$ cat src/design/ipios_pkg.sv
// shared constants, register map and carrier types for the input polarity block
package ipios_pkg;
    // line counts and field widths
    localparam int unsigned N_IN_LINES  = 6;
    localparam int unsigned N_OUT_LINES = 4;
    localparam int unsigned N_GP_INPUTS = 7;
    localparam int unsigned ADDR_W      = 12;
    localparam int unsigned DATA_W      = 32;
    localparam int unsigned MODE_W      = 8;
    localparam int unsigned SEQ_W       = 6;

    // register byte offsets
    localparam logic [ADDR_W-1:0] OFS_MODE       = 12'h000;
    localparam logic [ADDR_W-1:0] OFS_POL_PEND   = 12'h004;
    localparam logic [ADDR_W-1:0] OFS_POL_ACTIVE = 12'h008;
    localparam logic [ADDR_W-1:0] OFS_POL_SAVED  = 12'h00c;
    localparam logic [ADDR_W-1:0] OFS_CMD        = 12'h010;
    localparam logic [ADDR_W-1:0] OFS_IN_ASSIGN  = 12'h014;
    localparam logic [ADDR_W-1:0] OFS_OUT_ASSIGN = 12'h018;
    localparam logic [ADDR_W-1:0] OFS_GP_OUT     = 12'h01c;
    localparam logic [ADDR_W-1:0] OFS_IO_STATUS  = 12'h020;
    localparam logic [ADDR_W-1:0] OFS_GEN_INPUT  = 12'h024;

    // field positions
    localparam int unsigned CMD_SAVE_BIT     = 0;
    localparam int unsigned SAVED_VALID_BIT  = 8;
    localparam int unsigned IN_LEVEL_LSB     = 8;
    localparam int unsigned ST_OUT_LSB       = 8;
    localparam int unsigned ST_SEQ_LSB       = 16;
    localparam int unsigned ST_SEQ_VALID_BIT = 24;

    // reset and default values
    localparam logic [MODE_W-1:0]      MODE_RST     = 8'h00;
    localparam logic [MODE_W-1:0]      MODE_SEQSEL  = 8'h00;
    localparam logic [N_GP_INPUTS-1:0] POL_DEFAULT  = 7'h00;
    localparam logic [N_IN_LINES-1:0]  IN_MASK_RST  = 6'h00;
    localparam logic [N_OUT_LINES-1:0] OUT_MASK_RST = 4'h0;
    localparam logic [DATA_W-1:0]      DATA_ZERO    = 32'h0000_0000;

    // polarity encoding
    localparam logic POL_NORM_OPEN   = 1'b0;
    localparam logic POL_NORM_CLOSED = 1'b1;

    // live io status carried to the status register and ports
    typedef struct packed {
        logic [N_IN_LINES-1:0]  in_active;
        logic [N_OUT_LINES-1:0] out_active;
        logic [SEQ_W-1:0]       seq_num;
        logic                   seq_valid;
    } ipios_status_t;

    // system signal assignment of the lines
    typedef struct packed {
        logic [N_IN_LINES-1:0]  in_sys;
        logic [N_IN_LINES-1:0]  in_sys_level;
        logic [N_OUT_LINES-1:0] out_sys;
    } ipios_assign_t;
endpackage : ipios_pkg

$ cat src/design/ipios_line_cond.sv
// one input line: two flop synchroniser then active level inversion
`timescale 1ns/1ps
module ipios_line_cond (
    input  wire logic pclk,      // system clock
    input  wire logic presetn,   // async reset, active low
    input  wire logic raw_line,  // asynchronous pin level
    input  wire logic invert,    // 1: normally closed
    output logic      line_sync, // synchronised raw level
    output logic      active     // active state
);
    logic meta_r;
    logic sync_r;
    logic active_r;
    logic active_nxt;

    // active level applied after synchronising
    always_comb
    begin
        active_nxt = sync_r ^ invert;
    end

    // meta_r is read only by sync_r
    always_ff @(posedge pclk or negedge presetn)
    begin
        if (!presetn)
        begin
            meta_r   <= 1'b0;
            sync_r   <= 1'b0;
            active_r <= 1'b0;
        end
        else
        begin
            meta_r   <= raw_line;
            sync_r   <= meta_r;
            active_r <= active_nxt;
        end
    end

    assign line_sync = sync_r;
    assign active    = active_r;
endmodule : ipios_line_cond

$ cat src/design/ipios_nv_store.sv
// nonvolatile polarity store, kept across device reset, cleared only by erase
`timescale 1ns/1ps
module ipios_nv_store (
    input  wire logic                             pclk,      // system clock
    input  wire logic                             nv_erase_n, // erase/first power, low
    input  wire logic                             save,      // one cycle save pulse
    input  wire logic [ipios_pkg::N_GP_INPUTS-1:0] wr_data,  // value to save
    output logic      [ipios_pkg::N_GP_INPUTS-1:0] rd_data,  // last saved value
    output logic                                  saved_any  // a save has happened
);
    logic [ipios_pkg::N_GP_INPUTS-1:0] data_r;
    logic [ipios_pkg::N_GP_INPUTS-1:0] data_nxt;
    logic                              valid_r;
    logic                              valid_nxt;

    // store takes the value only on a save pulse
    always_comb
    begin
        data_nxt  = data_r;
        valid_nxt = valid_r;
        if (save)
        begin
            data_nxt  = wr_data;
            valid_nxt = 1'b1;
        end
    end

    // not cleared by presetn, so a device reset keeps the saved value
    always_ff @(posedge pclk or negedge nv_erase_n)
    begin
        if (!nv_erase_n)
        begin
            data_r  <= ipios_pkg::POL_DEFAULT;
            valid_r <= 1'b0;
        end
        else
        begin
            data_r  <= data_nxt;
            valid_r <= valid_nxt;
        end
    end

    // never saved reads as the default
    assign rd_data   = valid_r ? data_r : ipios_pkg::POL_DEFAULT;
    assign saved_any = valid_r;
endmodule : ipios_nv_store

$ cat src/design/ipios_top.sv
// input polarity and io status block with apb register access
//
// What this block does
// RULE1: hold polarity per general input 0 to 6
// RULE2: polarity writes accepted only when mode is 0
// RULE3: new polarity applies only after save and reset
// RULE4: at reset restore polarity from saved value
// RULE5: never saved means default normally open
// RULE6: system assigned lines use the signal level
// RULE7: status shows every input and output active
// RULE8: assigned lines show their system signal state
// RULE9: mode 0 general inputs give sequence number
// RULE10: six input lines and four output lines
// RULE11: normally closed inverts line, open passes it
// RULE12: assigned general input reads as inactive
//
// The APB register port and the address map were decided locally.
`timescale 1ns/1ps
module ipios_top (
    input  wire logic                               pclk,         // 250 MHz clock
    input  wire logic                               presetn,      // async reset, low
    input  wire logic                               nv_erase_n,   // nv store erase, low
    input  wire logic                               psel,         // apb select
    input  wire logic                               penable,      // apb enable
    input  wire logic                               pwrite,       // apb direction
    input  wire logic [ipios_pkg::ADDR_W-1:0]       paddr,        // apb byte address
    input  wire logic [ipios_pkg::DATA_W-1:0]       pwdata,       // apb write data
    input  wire logic [3:0]                         pstrb,        // apb byte strobes
    output logic      [ipios_pkg::DATA_W-1:0]       prdata,       // apb read data
    output logic                                    pready,       // apb ready
    output logic                                    pslverr,      // apb error
    input  wire logic [ipios_pkg::N_IN_LINES-1:0]   in_line,      // input pins 1..6
    output logic      [ipios_pkg::N_OUT_LINES-1:0]  out_line,     // output pins 1..4
    input  wire logic [ipios_pkg::N_OUT_LINES-1:0]  sys_out_state, // system output states
    output logic      [ipios_pkg::N_IN_LINES-1:0]   sys_in_active, // system input states
    output logic      [ipios_pkg::N_GP_INPUTS-1:0]  single_general_input_state, // per input
    output logic      [ipios_pkg::SEQ_W-1:0]        selected_sequence_number,   // sequence
    output logic                                    seq_select_valid            // mode is 0
);
    localparam int unsigned NI = ipios_pkg::N_IN_LINES;
    localparam int unsigned NO = ipios_pkg::N_OUT_LINES;
    localparam int unsigned NG = ipios_pkg::N_GP_INPUTS;

    // register state
    logic [ipios_pkg::MODE_W-1:0] mode_r;
    logic [ipios_pkg::MODE_W-1:0] mode_nxt;
    logic [NG-1:0]                pol_pend_r;
    logic [NG-1:0]                pol_pend_nxt;
    logic [NG-1:0]                pol_act_r;
    logic [NG-1:0]                pol_act_nxt;
    logic                         loaded_r;
    logic                         loaded_nxt;
    ipios_pkg::ipios_assign_t     asg_r;
    ipios_pkg::ipios_assign_t     asg_nxt;
    logic [NO-1:0]                gp_out_r;
    logic [NO-1:0]                gp_out_nxt;
    logic [NO-1:0]                out_line_r;
    logic [NO-1:0]                out_line_nxt;
    logic [ipios_pkg::DATA_W-1:0] prdata_r;
    logic [ipios_pkg::DATA_W-1:0] prdata_nxt;
    ipios_pkg::ipios_status_t     st_r;
    ipios_pkg::ipios_status_t     st_nxt;
    logic [NG-1:0]                gen_r;
    logic [NG-1:0]                gen_nxt;

    // bus decode
    logic                         setup_ph;
    logic                         wr_acc;
    logic                         addr_ok;
    logic                         pol_locked;
    logic                         save_pulse;
    logic                         full_word;

    // nv store
    logic [NG-1:0]                nv_data;
    logic                         nv_valid;

    // conditioned lines
    logic [NI-1:0]                line_inv;
    logic [NI-1:0]                line_sync;
    logic [NI-1:0]                line_act;

    // apb phases: zero wait states, data latched in setup
    assign setup_ph  = psel && !penable;
    assign wr_acc    = psel && penable && pwrite;
    assign full_word = (pstrb != 4'h0);
    assign pready    = 1'b1;

    // address decode; unmapped answers with an error
    always_comb
    begin
        unique case (paddr)
            ipios_pkg::OFS_MODE,
            ipios_pkg::OFS_POL_PEND,
            ipios_pkg::OFS_POL_ACTIVE,
            ipios_pkg::OFS_POL_SAVED,
            ipios_pkg::OFS_CMD,
            ipios_pkg::OFS_IN_ASSIGN,
            ipios_pkg::OFS_OUT_ASSIGN,
            ipios_pkg::OFS_GP_OUT,
            ipios_pkg::OFS_IO_STATUS,
            ipios_pkg::OFS_GEN_INPUT: addr_ok = 1'b1;
            default:                  addr_ok = 1'b0;
        endcase
    end

    // polarity write outside mode 0 is refused with an error
    assign pol_locked = (mode_r != ipios_pkg::MODE_SEQSEL); // RULE2
    assign pslverr    = psel && penable &&
                        (!addr_ok || (pwrite && pol_locked &&
                                      paddr == ipios_pkg::OFS_POL_PEND));

    assign save_pulse = wr_acc && full_word && paddr == ipios_pkg::OFS_CMD &&
                        pwdata[ipios_pkg::CMD_SAVE_BIT];

    // saved polarity survives presetn
    ipios_nv_store u_nv (
        .pclk       (pclk),
        .nv_erase_n (nv_erase_n),
        .save       (save_pulse),
        .wr_data    (pol_pend_r),
        .rd_data    (nv_data),     // RULE5
        .saved_any  (nv_valid)
    );

    // level per physical line: system level if assigned, else general polarity
    always_comb
    begin
        for (int i = 0; i < NI; i++)
        begin
            line_inv[i] = asg_r.in_sys[i] ? asg_r.in_sys_level[i] // RULE6
                                          : pol_act_r[i + 1];
        end
    end

    // input line i+1 conditioned; general input 0 has no pin
    for (genvar g = 0; g < NI; g++)
    begin : g_line
        ipios_line_cond u_cond (
            .pclk      (pclk),
            .presetn   (presetn),
            .raw_line  (in_line[g]),  // RULE10
            .invert    (line_inv[g]), // RULE11
            .line_sync (line_sync[g]),
            .active    (line_act[g])
        );
    end

    // general state per input; assigned ones read inactive
    always_comb
    begin
        gen_nxt = '0;
        for (int i = 0; i < NI; i++)
        begin
            gen_nxt[i + 1] = line_act[i] && !asg_r.in_sys[i]; // RULE12
        end
    end

    // io status and sequence selection
    always_comb
    begin
        st_nxt            = st_r;
        st_nxt.in_active  = line_act;                          // RULE7 RULE8
        for (int j = 0; j < NO; j++)
        begin
            st_nxt.out_active[j] = asg_r.out_sys[j] ? sys_out_state[j] // RULE8
                                                    : gp_out_r[j];      // RULE7
        end
        st_nxt.seq_valid = !pol_locked;                        // RULE9
        st_nxt.seq_num   = pol_locked ? '0 : gen_r[NG-1:1];    // RULE9
        out_line_nxt     = (asg_r.out_sys & sys_out_state) |
                           (~asg_r.out_sys & gp_out_r);
    end

    // register writes; polarity takes effect only through the store and a reset
    always_comb
    begin
        mode_nxt     = mode_r;
        pol_pend_nxt = pol_pend_r;
        asg_nxt      = asg_r;
        gp_out_nxt   = gp_out_r;
        pol_act_nxt  = pol_act_r; // RULE3
        loaded_nxt   = 1'b1;
        // first cycle after reset release copies the saved value in
        if (!loaded_r)
        begin
            pol_act_nxt = nv_data; // RULE4
        end
        if (wr_acc && full_word)
        begin
            unique case (paddr)
                ipios_pkg::OFS_MODE:
                    mode_nxt = pwdata[ipios_pkg::MODE_W-1:0];
                ipios_pkg::OFS_POL_PEND:
                    if (!pol_locked)
                    begin
                        pol_pend_nxt = pwdata[NG-1:0]; // RULE1 RULE2
                    end
                ipios_pkg::OFS_IN_ASSIGN:
                begin
                    asg_nxt.in_sys       = pwdata[NI-1:0];
                    asg_nxt.in_sys_level = pwdata[ipios_pkg::IN_LEVEL_LSB +: NI];
                end
                ipios_pkg::OFS_OUT_ASSIGN:
                    asg_nxt.out_sys = pwdata[NO-1:0];
                ipios_pkg::OFS_GP_OUT:
                    gp_out_nxt = pwdata[NO-1:0];
                default:
                begin
                end
            endcase
        end
    end

    // read data captured in the setup cycle
    always_comb
    begin
        prdata_nxt = prdata_r;
        if (setup_ph)
        begin
            prdata_nxt = ipios_pkg::DATA_ZERO;
            unique case (paddr)
                ipios_pkg::OFS_MODE:
                    prdata_nxt[ipios_pkg::MODE_W-1:0] = mode_r;
                ipios_pkg::OFS_POL_PEND:
                    prdata_nxt[NG-1:0] = pol_pend_r;
                ipios_pkg::OFS_POL_ACTIVE:
                    prdata_nxt[NG-1:0] = pol_act_r;
                ipios_pkg::OFS_POL_SAVED:
                begin
                    prdata_nxt[NG-1:0]                       = nv_data;
                    prdata_nxt[ipios_pkg::SAVED_VALID_BIT]   = nv_valid;
                end
                ipios_pkg::OFS_IN_ASSIGN:
                begin
                    prdata_nxt[NI-1:0]                        = asg_r.in_sys;
                    prdata_nxt[ipios_pkg::IN_LEVEL_LSB +: NI] = asg_r.in_sys_level;
                end
                ipios_pkg::OFS_OUT_ASSIGN:
                    prdata_nxt[NO-1:0] = asg_r.out_sys;
                ipios_pkg::OFS_GP_OUT:
                    prdata_nxt[NO-1:0] = gp_out_r;
                ipios_pkg::OFS_IO_STATUS:
                begin
                    prdata_nxt[NI-1:0]                          = st_r.in_active;
                    prdata_nxt[ipios_pkg::ST_OUT_LSB +: NO]     = st_r.out_active;
                    prdata_nxt[ipios_pkg::ST_SEQ_LSB +: ipios_pkg::SEQ_W] = st_r.seq_num;
                    prdata_nxt[ipios_pkg::ST_SEQ_VALID_BIT]     = st_r.seq_valid;
                end
                ipios_pkg::OFS_GEN_INPUT:
                    prdata_nxt[NG-1:0] = gen_r;
                default:
                begin
                end
            endcase
        end
    end

    // all state registered here; reset loads constants only
    always_ff @(posedge pclk or negedge presetn)
    begin
        if (!presetn)
        begin
            mode_r     <= ipios_pkg::MODE_RST;
            pol_pend_r <= ipios_pkg::POL_DEFAULT;
            pol_act_r  <= ipios_pkg::POL_DEFAULT;
            loaded_r   <= 1'b0;
            asg_r      <= '{in_sys:       ipios_pkg::IN_MASK_RST,
                            in_sys_level: ipios_pkg::IN_MASK_RST,
                            out_sys:      ipios_pkg::OUT_MASK_RST};
            gp_out_r   <= ipios_pkg::OUT_MASK_RST;
            out_line_r <= ipios_pkg::OUT_MASK_RST;
            prdata_r   <= ipios_pkg::DATA_ZERO;
            st_r       <= '0;
            gen_r      <= '0;
        end
        else
        begin
            mode_r     <= mode_nxt;
            pol_pend_r <= pol_pend_nxt;
            pol_act_r  <= pol_act_nxt;
            loaded_r   <= loaded_nxt;
            asg_r      <= asg_nxt;
            gp_out_r   <= gp_out_nxt;
            out_line_r <= out_line_nxt;
            prdata_r   <= prdata_nxt;
            st_r       <= st_nxt;
            gen_r      <= gen_nxt;
        end
    end

    // outputs from flops; sys_in_active is st_r.in_active masked by asg_r.in_sys
    assign prdata                     = prdata_r;
    assign out_line                   = out_line_r;
    assign sys_in_active              = st_r.in_active & asg_r.in_sys;
    assign single_general_input_state = gen_r;
    assign selected_sequence_number   = st_r.seq_num;
    assign seq_select_valid           = st_r.seq_valid;
endmodule : ipios_top
$ cat config.mk
export PLATFORM = sky130hd
export DESIGN_NAME = ipios_top
export DESIGN_NICKNAME = d
export VERILOG_FILES = /design/src/design/ipios_pkg.sv /design/src/design/ipios_line_cond.sv /design/src/design/ipios_nv_store.sv /design/src/design/ipios_top.sv
export SDC_FILE = /design/constraint.sdc
export NUM_CORES = 1
export LEC_CHECK = 0
export BUFFER_PORTS_ARGS = -buffer_cell sky130_fd_sc_hd__buf_2
export CAP_MARGIN = 0
export CORE_MARGIN = 2
export CORE_UTILIZATION = 48
export CTS_CLUSTER_DIAMETER = 80
export CTS_CLUSTER_SIZE = 12
export DETAILED_ROUTE_END_ITERATION = 10
export PLACE_DENSITY = 0.74
export SYNTH_ARGS = -nofsm -noshare
export SYNTH_HDL_FRONTEND = slang
export SYNTH_HIERARCHICAL = 1
export SYNTH_SLANG_ARGS = --single-unit
$ cat constraint.sdc
create_clock -name pclk -period 3.2 [get_ports pclk]
set_input_delay 0.64 -clock pclk [delete_from_list [all_inputs] [get_ports pclk]]
set_output_delay 0.64 -clock pclk [all_outputs]
set_load 0.03 [all_outputs]
==> results.tsv <==
metric	value	unit
area_growth	24.7	%
yosys-mux-area-fraction	18.3	%
num_vias	3512	
grt_max_degree	54	
ys_types	46	
fin_setup_tns	0	ns
via_per_inst	5.31	
r2r-start	mode_r[3]$_DFFE_PN0P_	
wl_per_cell	18.4	um
placed_area	0.00564	mm^2
gr-usage-met3	5.21	%
r2r_cells	4	
grt_pass1_wl	19.6	mm
worst-r2r-setup-slack	1.22	ns
netlist_instances	407	
arrival	2.46	ns
rows	37	
die_h	106	um
synth_enable_flop_cells	0	
synth_top_family_by_area	multiplexers	
max-clock-path-buffers	2	
grt_overflow	0	
die_w	106	um
root_buffer	clkbuf_8	
hpwl	8.54	mm
initial_core_util	49.1	%
pwr_density_cell	572	mW/mm^2
hold_violations	0	
htree_levels	4	
clk_latency	0.51	ns
detail_route.first_pass.iterations	4	
seq_area_frac_synth	56.3	%
grtUsageMet1	30.6	%
grt_pass1_vias	3663	
synth-xor-area-share	1.05	%
worstSetupPathType	in -> out	
track_usage	23.2	%
cp_max_fo	2	
antennaDiodeCount	0	
leakage	0.00313	uW
clock_sinks	113	
synthAdderAreaFrac	0	%
ir_drop	0.280	mV
maxCapViolCount	0	
synth_seq_cells	113	
cts.clk_slew.worst_paths	0.06	ns
cts_made_buffers	17	
drtIter0Drc	181	
yosys.area_share.simple	14.2	%
cts_tree	done	
synth_warnings	6	
fin_nets	576	
drive_gt1_share	42.1	%
rsz0062_at_grt	no	
cts_setup_buffers	0	
synth_compound_area_share	4.99	%
min_path_type	in -> async	
design_area	0.00626	mm^2
gp_congestion	0.889	
portBuffers	90	
crit_required	2.56	ns
wirelength	12.2	mm
relSlewSlack	42.2	%
drc	0	
layout_commonest_cell	dfrtp_1	
busiest_layer	met2	
worstSetupStartpointType	input pin	
avgSynthCellArea	12.3	um^2
synthArstFlopShare	100	%
status	complete, no violations	
r2r-end	pol_pend_r[2]$_DFFE_PN0P_	
skew	0.00856	ns
worst_pin_slew	0.867	ns
antenna_found_initial	0	
period_needed	3.10	ns
finalSetupViolCount	0	
io_pins	122	
max_freq	322	MHz
maxSlewViolCount	0	
dieArea	0.0113	mm^2
final_cell_mix	113 x dfrtp_1, 88 x buf_2, 56 x mux2_2, 35 x nand2_1, 22 x buf_4	
antenna_left	0	
core	0.0102	mm^2
end_kind	primary output	
met2_usage	37.2	%
final.period_utilization	96.9	%
synthFlopType	dfrtp_1	
synth_area	0.00502	mm^2
## worst max path at each step
stage               slack, ns      start  endpoint
floorplan                0.09  paddr[11]   pslverr
global placement         0.01  paddr[11]   pslverr
detailed placement       0.02  paddr[11]   pslverr
CTS                      0.02  paddr[11]   pslverr
global route             0.05   paddr[6]   pslverr
finish                    0.1   paddr[6]   pslverr
## through the flow
| step | total power, uW | worst slack, ns | util [%] | instances | hold slack [ns] |
|---|---|---|---|---|---|
| final | 3580 | 0.0976 | 61.2 | 661 | 0.155 |
| after global routing | 3710 | 0.0474 | 61.2 | 661 | 0.190 |
| after CTS | 3620 | 0.0156 | 61.1 | 661 | 0.172 |
| after detailed placement | 1720 | 0.0191 | 55.1 | 628 | 0.335 |
| after floorplan | 1620 | 0.0925 | - | 419 | 0.331 |
| after global placement | 1720 | 0.0117 | 55.1 | 628 | 0.333 |
## cell families after synthesis
family,Yosys count
xor gates and xnor gates,6
other,2
DFF,113
and+or+nand+nor,129
buffers and inverters,40
AOI/OAI and AO/OA,38
muxes,79
## critical path, cell delays in order
cell	delay, ns
buf_2	0.12
nor4_4	0.33
nand2_4	0.07
or4_4	0.52
or3b_2	0.47
a31oi_2	0.16
buf_6	0.15
## final cells by class
| class | count | area (um^2) |
|---|---|---|
| multi-input cells | 266 | 2010 |
| inverters | 1 | 3.75 |
| fillers | 808 | 3970 |
| well taps | 136 | 170 |
| clock inverters | 13 | 159 |
| flip-flops and latches | 113 | 2830 |
| repair buffers | 113 | 647 |
| clock buffers | 19 | 442 |
## state kept, by name, indices dropped and copies added (netlist names), 7 cells and up
| signal | flops |
|---|---|
| prdata | 21 |
| pol_pend_r | 7 |
| asg_r | 16 |
| pol_act_r | 7 |
| mode_r | 8 |
| u_nv/data_r | 7 |
| st_r | 9 |
## power by group
group          internal, uW  switching (uW)  leakage [uW]
Clock                  1230             660      0.000290
Combinational          69.1             149       0.00136
Sequential             1460            19.1       0.00148
## cell usage after synthesis (all sizes together), types with 4 or more instances
master	n	share of area, %
a21oi	5	0.50
and2	20	2.5
buf	30	4.2
clkbuf	9	0.67
dfrtp	113	56
mux2	63	15
mux2i	14	2.8
nand2	36	2.8
nand2b	6	0.75
nand3	11	1.1
nor2	16	1.2
nor2b	10	1.2
nor3	8	0.80
nor4	7	1.5
o21ai	14	1.4
or4	4	0.67
xor2	6	1.0
## metal layers
metal	wire, um	vias up
li1	-	1620
met1	5230	1755
met2	6140	118
met3	598	19
met4	206	0
met5	0	-
## what timing repair did
action	4_1_cts	5_1_grt
resized for setup	0	3
hold endpoints to repair	8	0
hold buffers	1	0
setup endpoints to repair	0	1
Power figures use the tool's default switching activity.
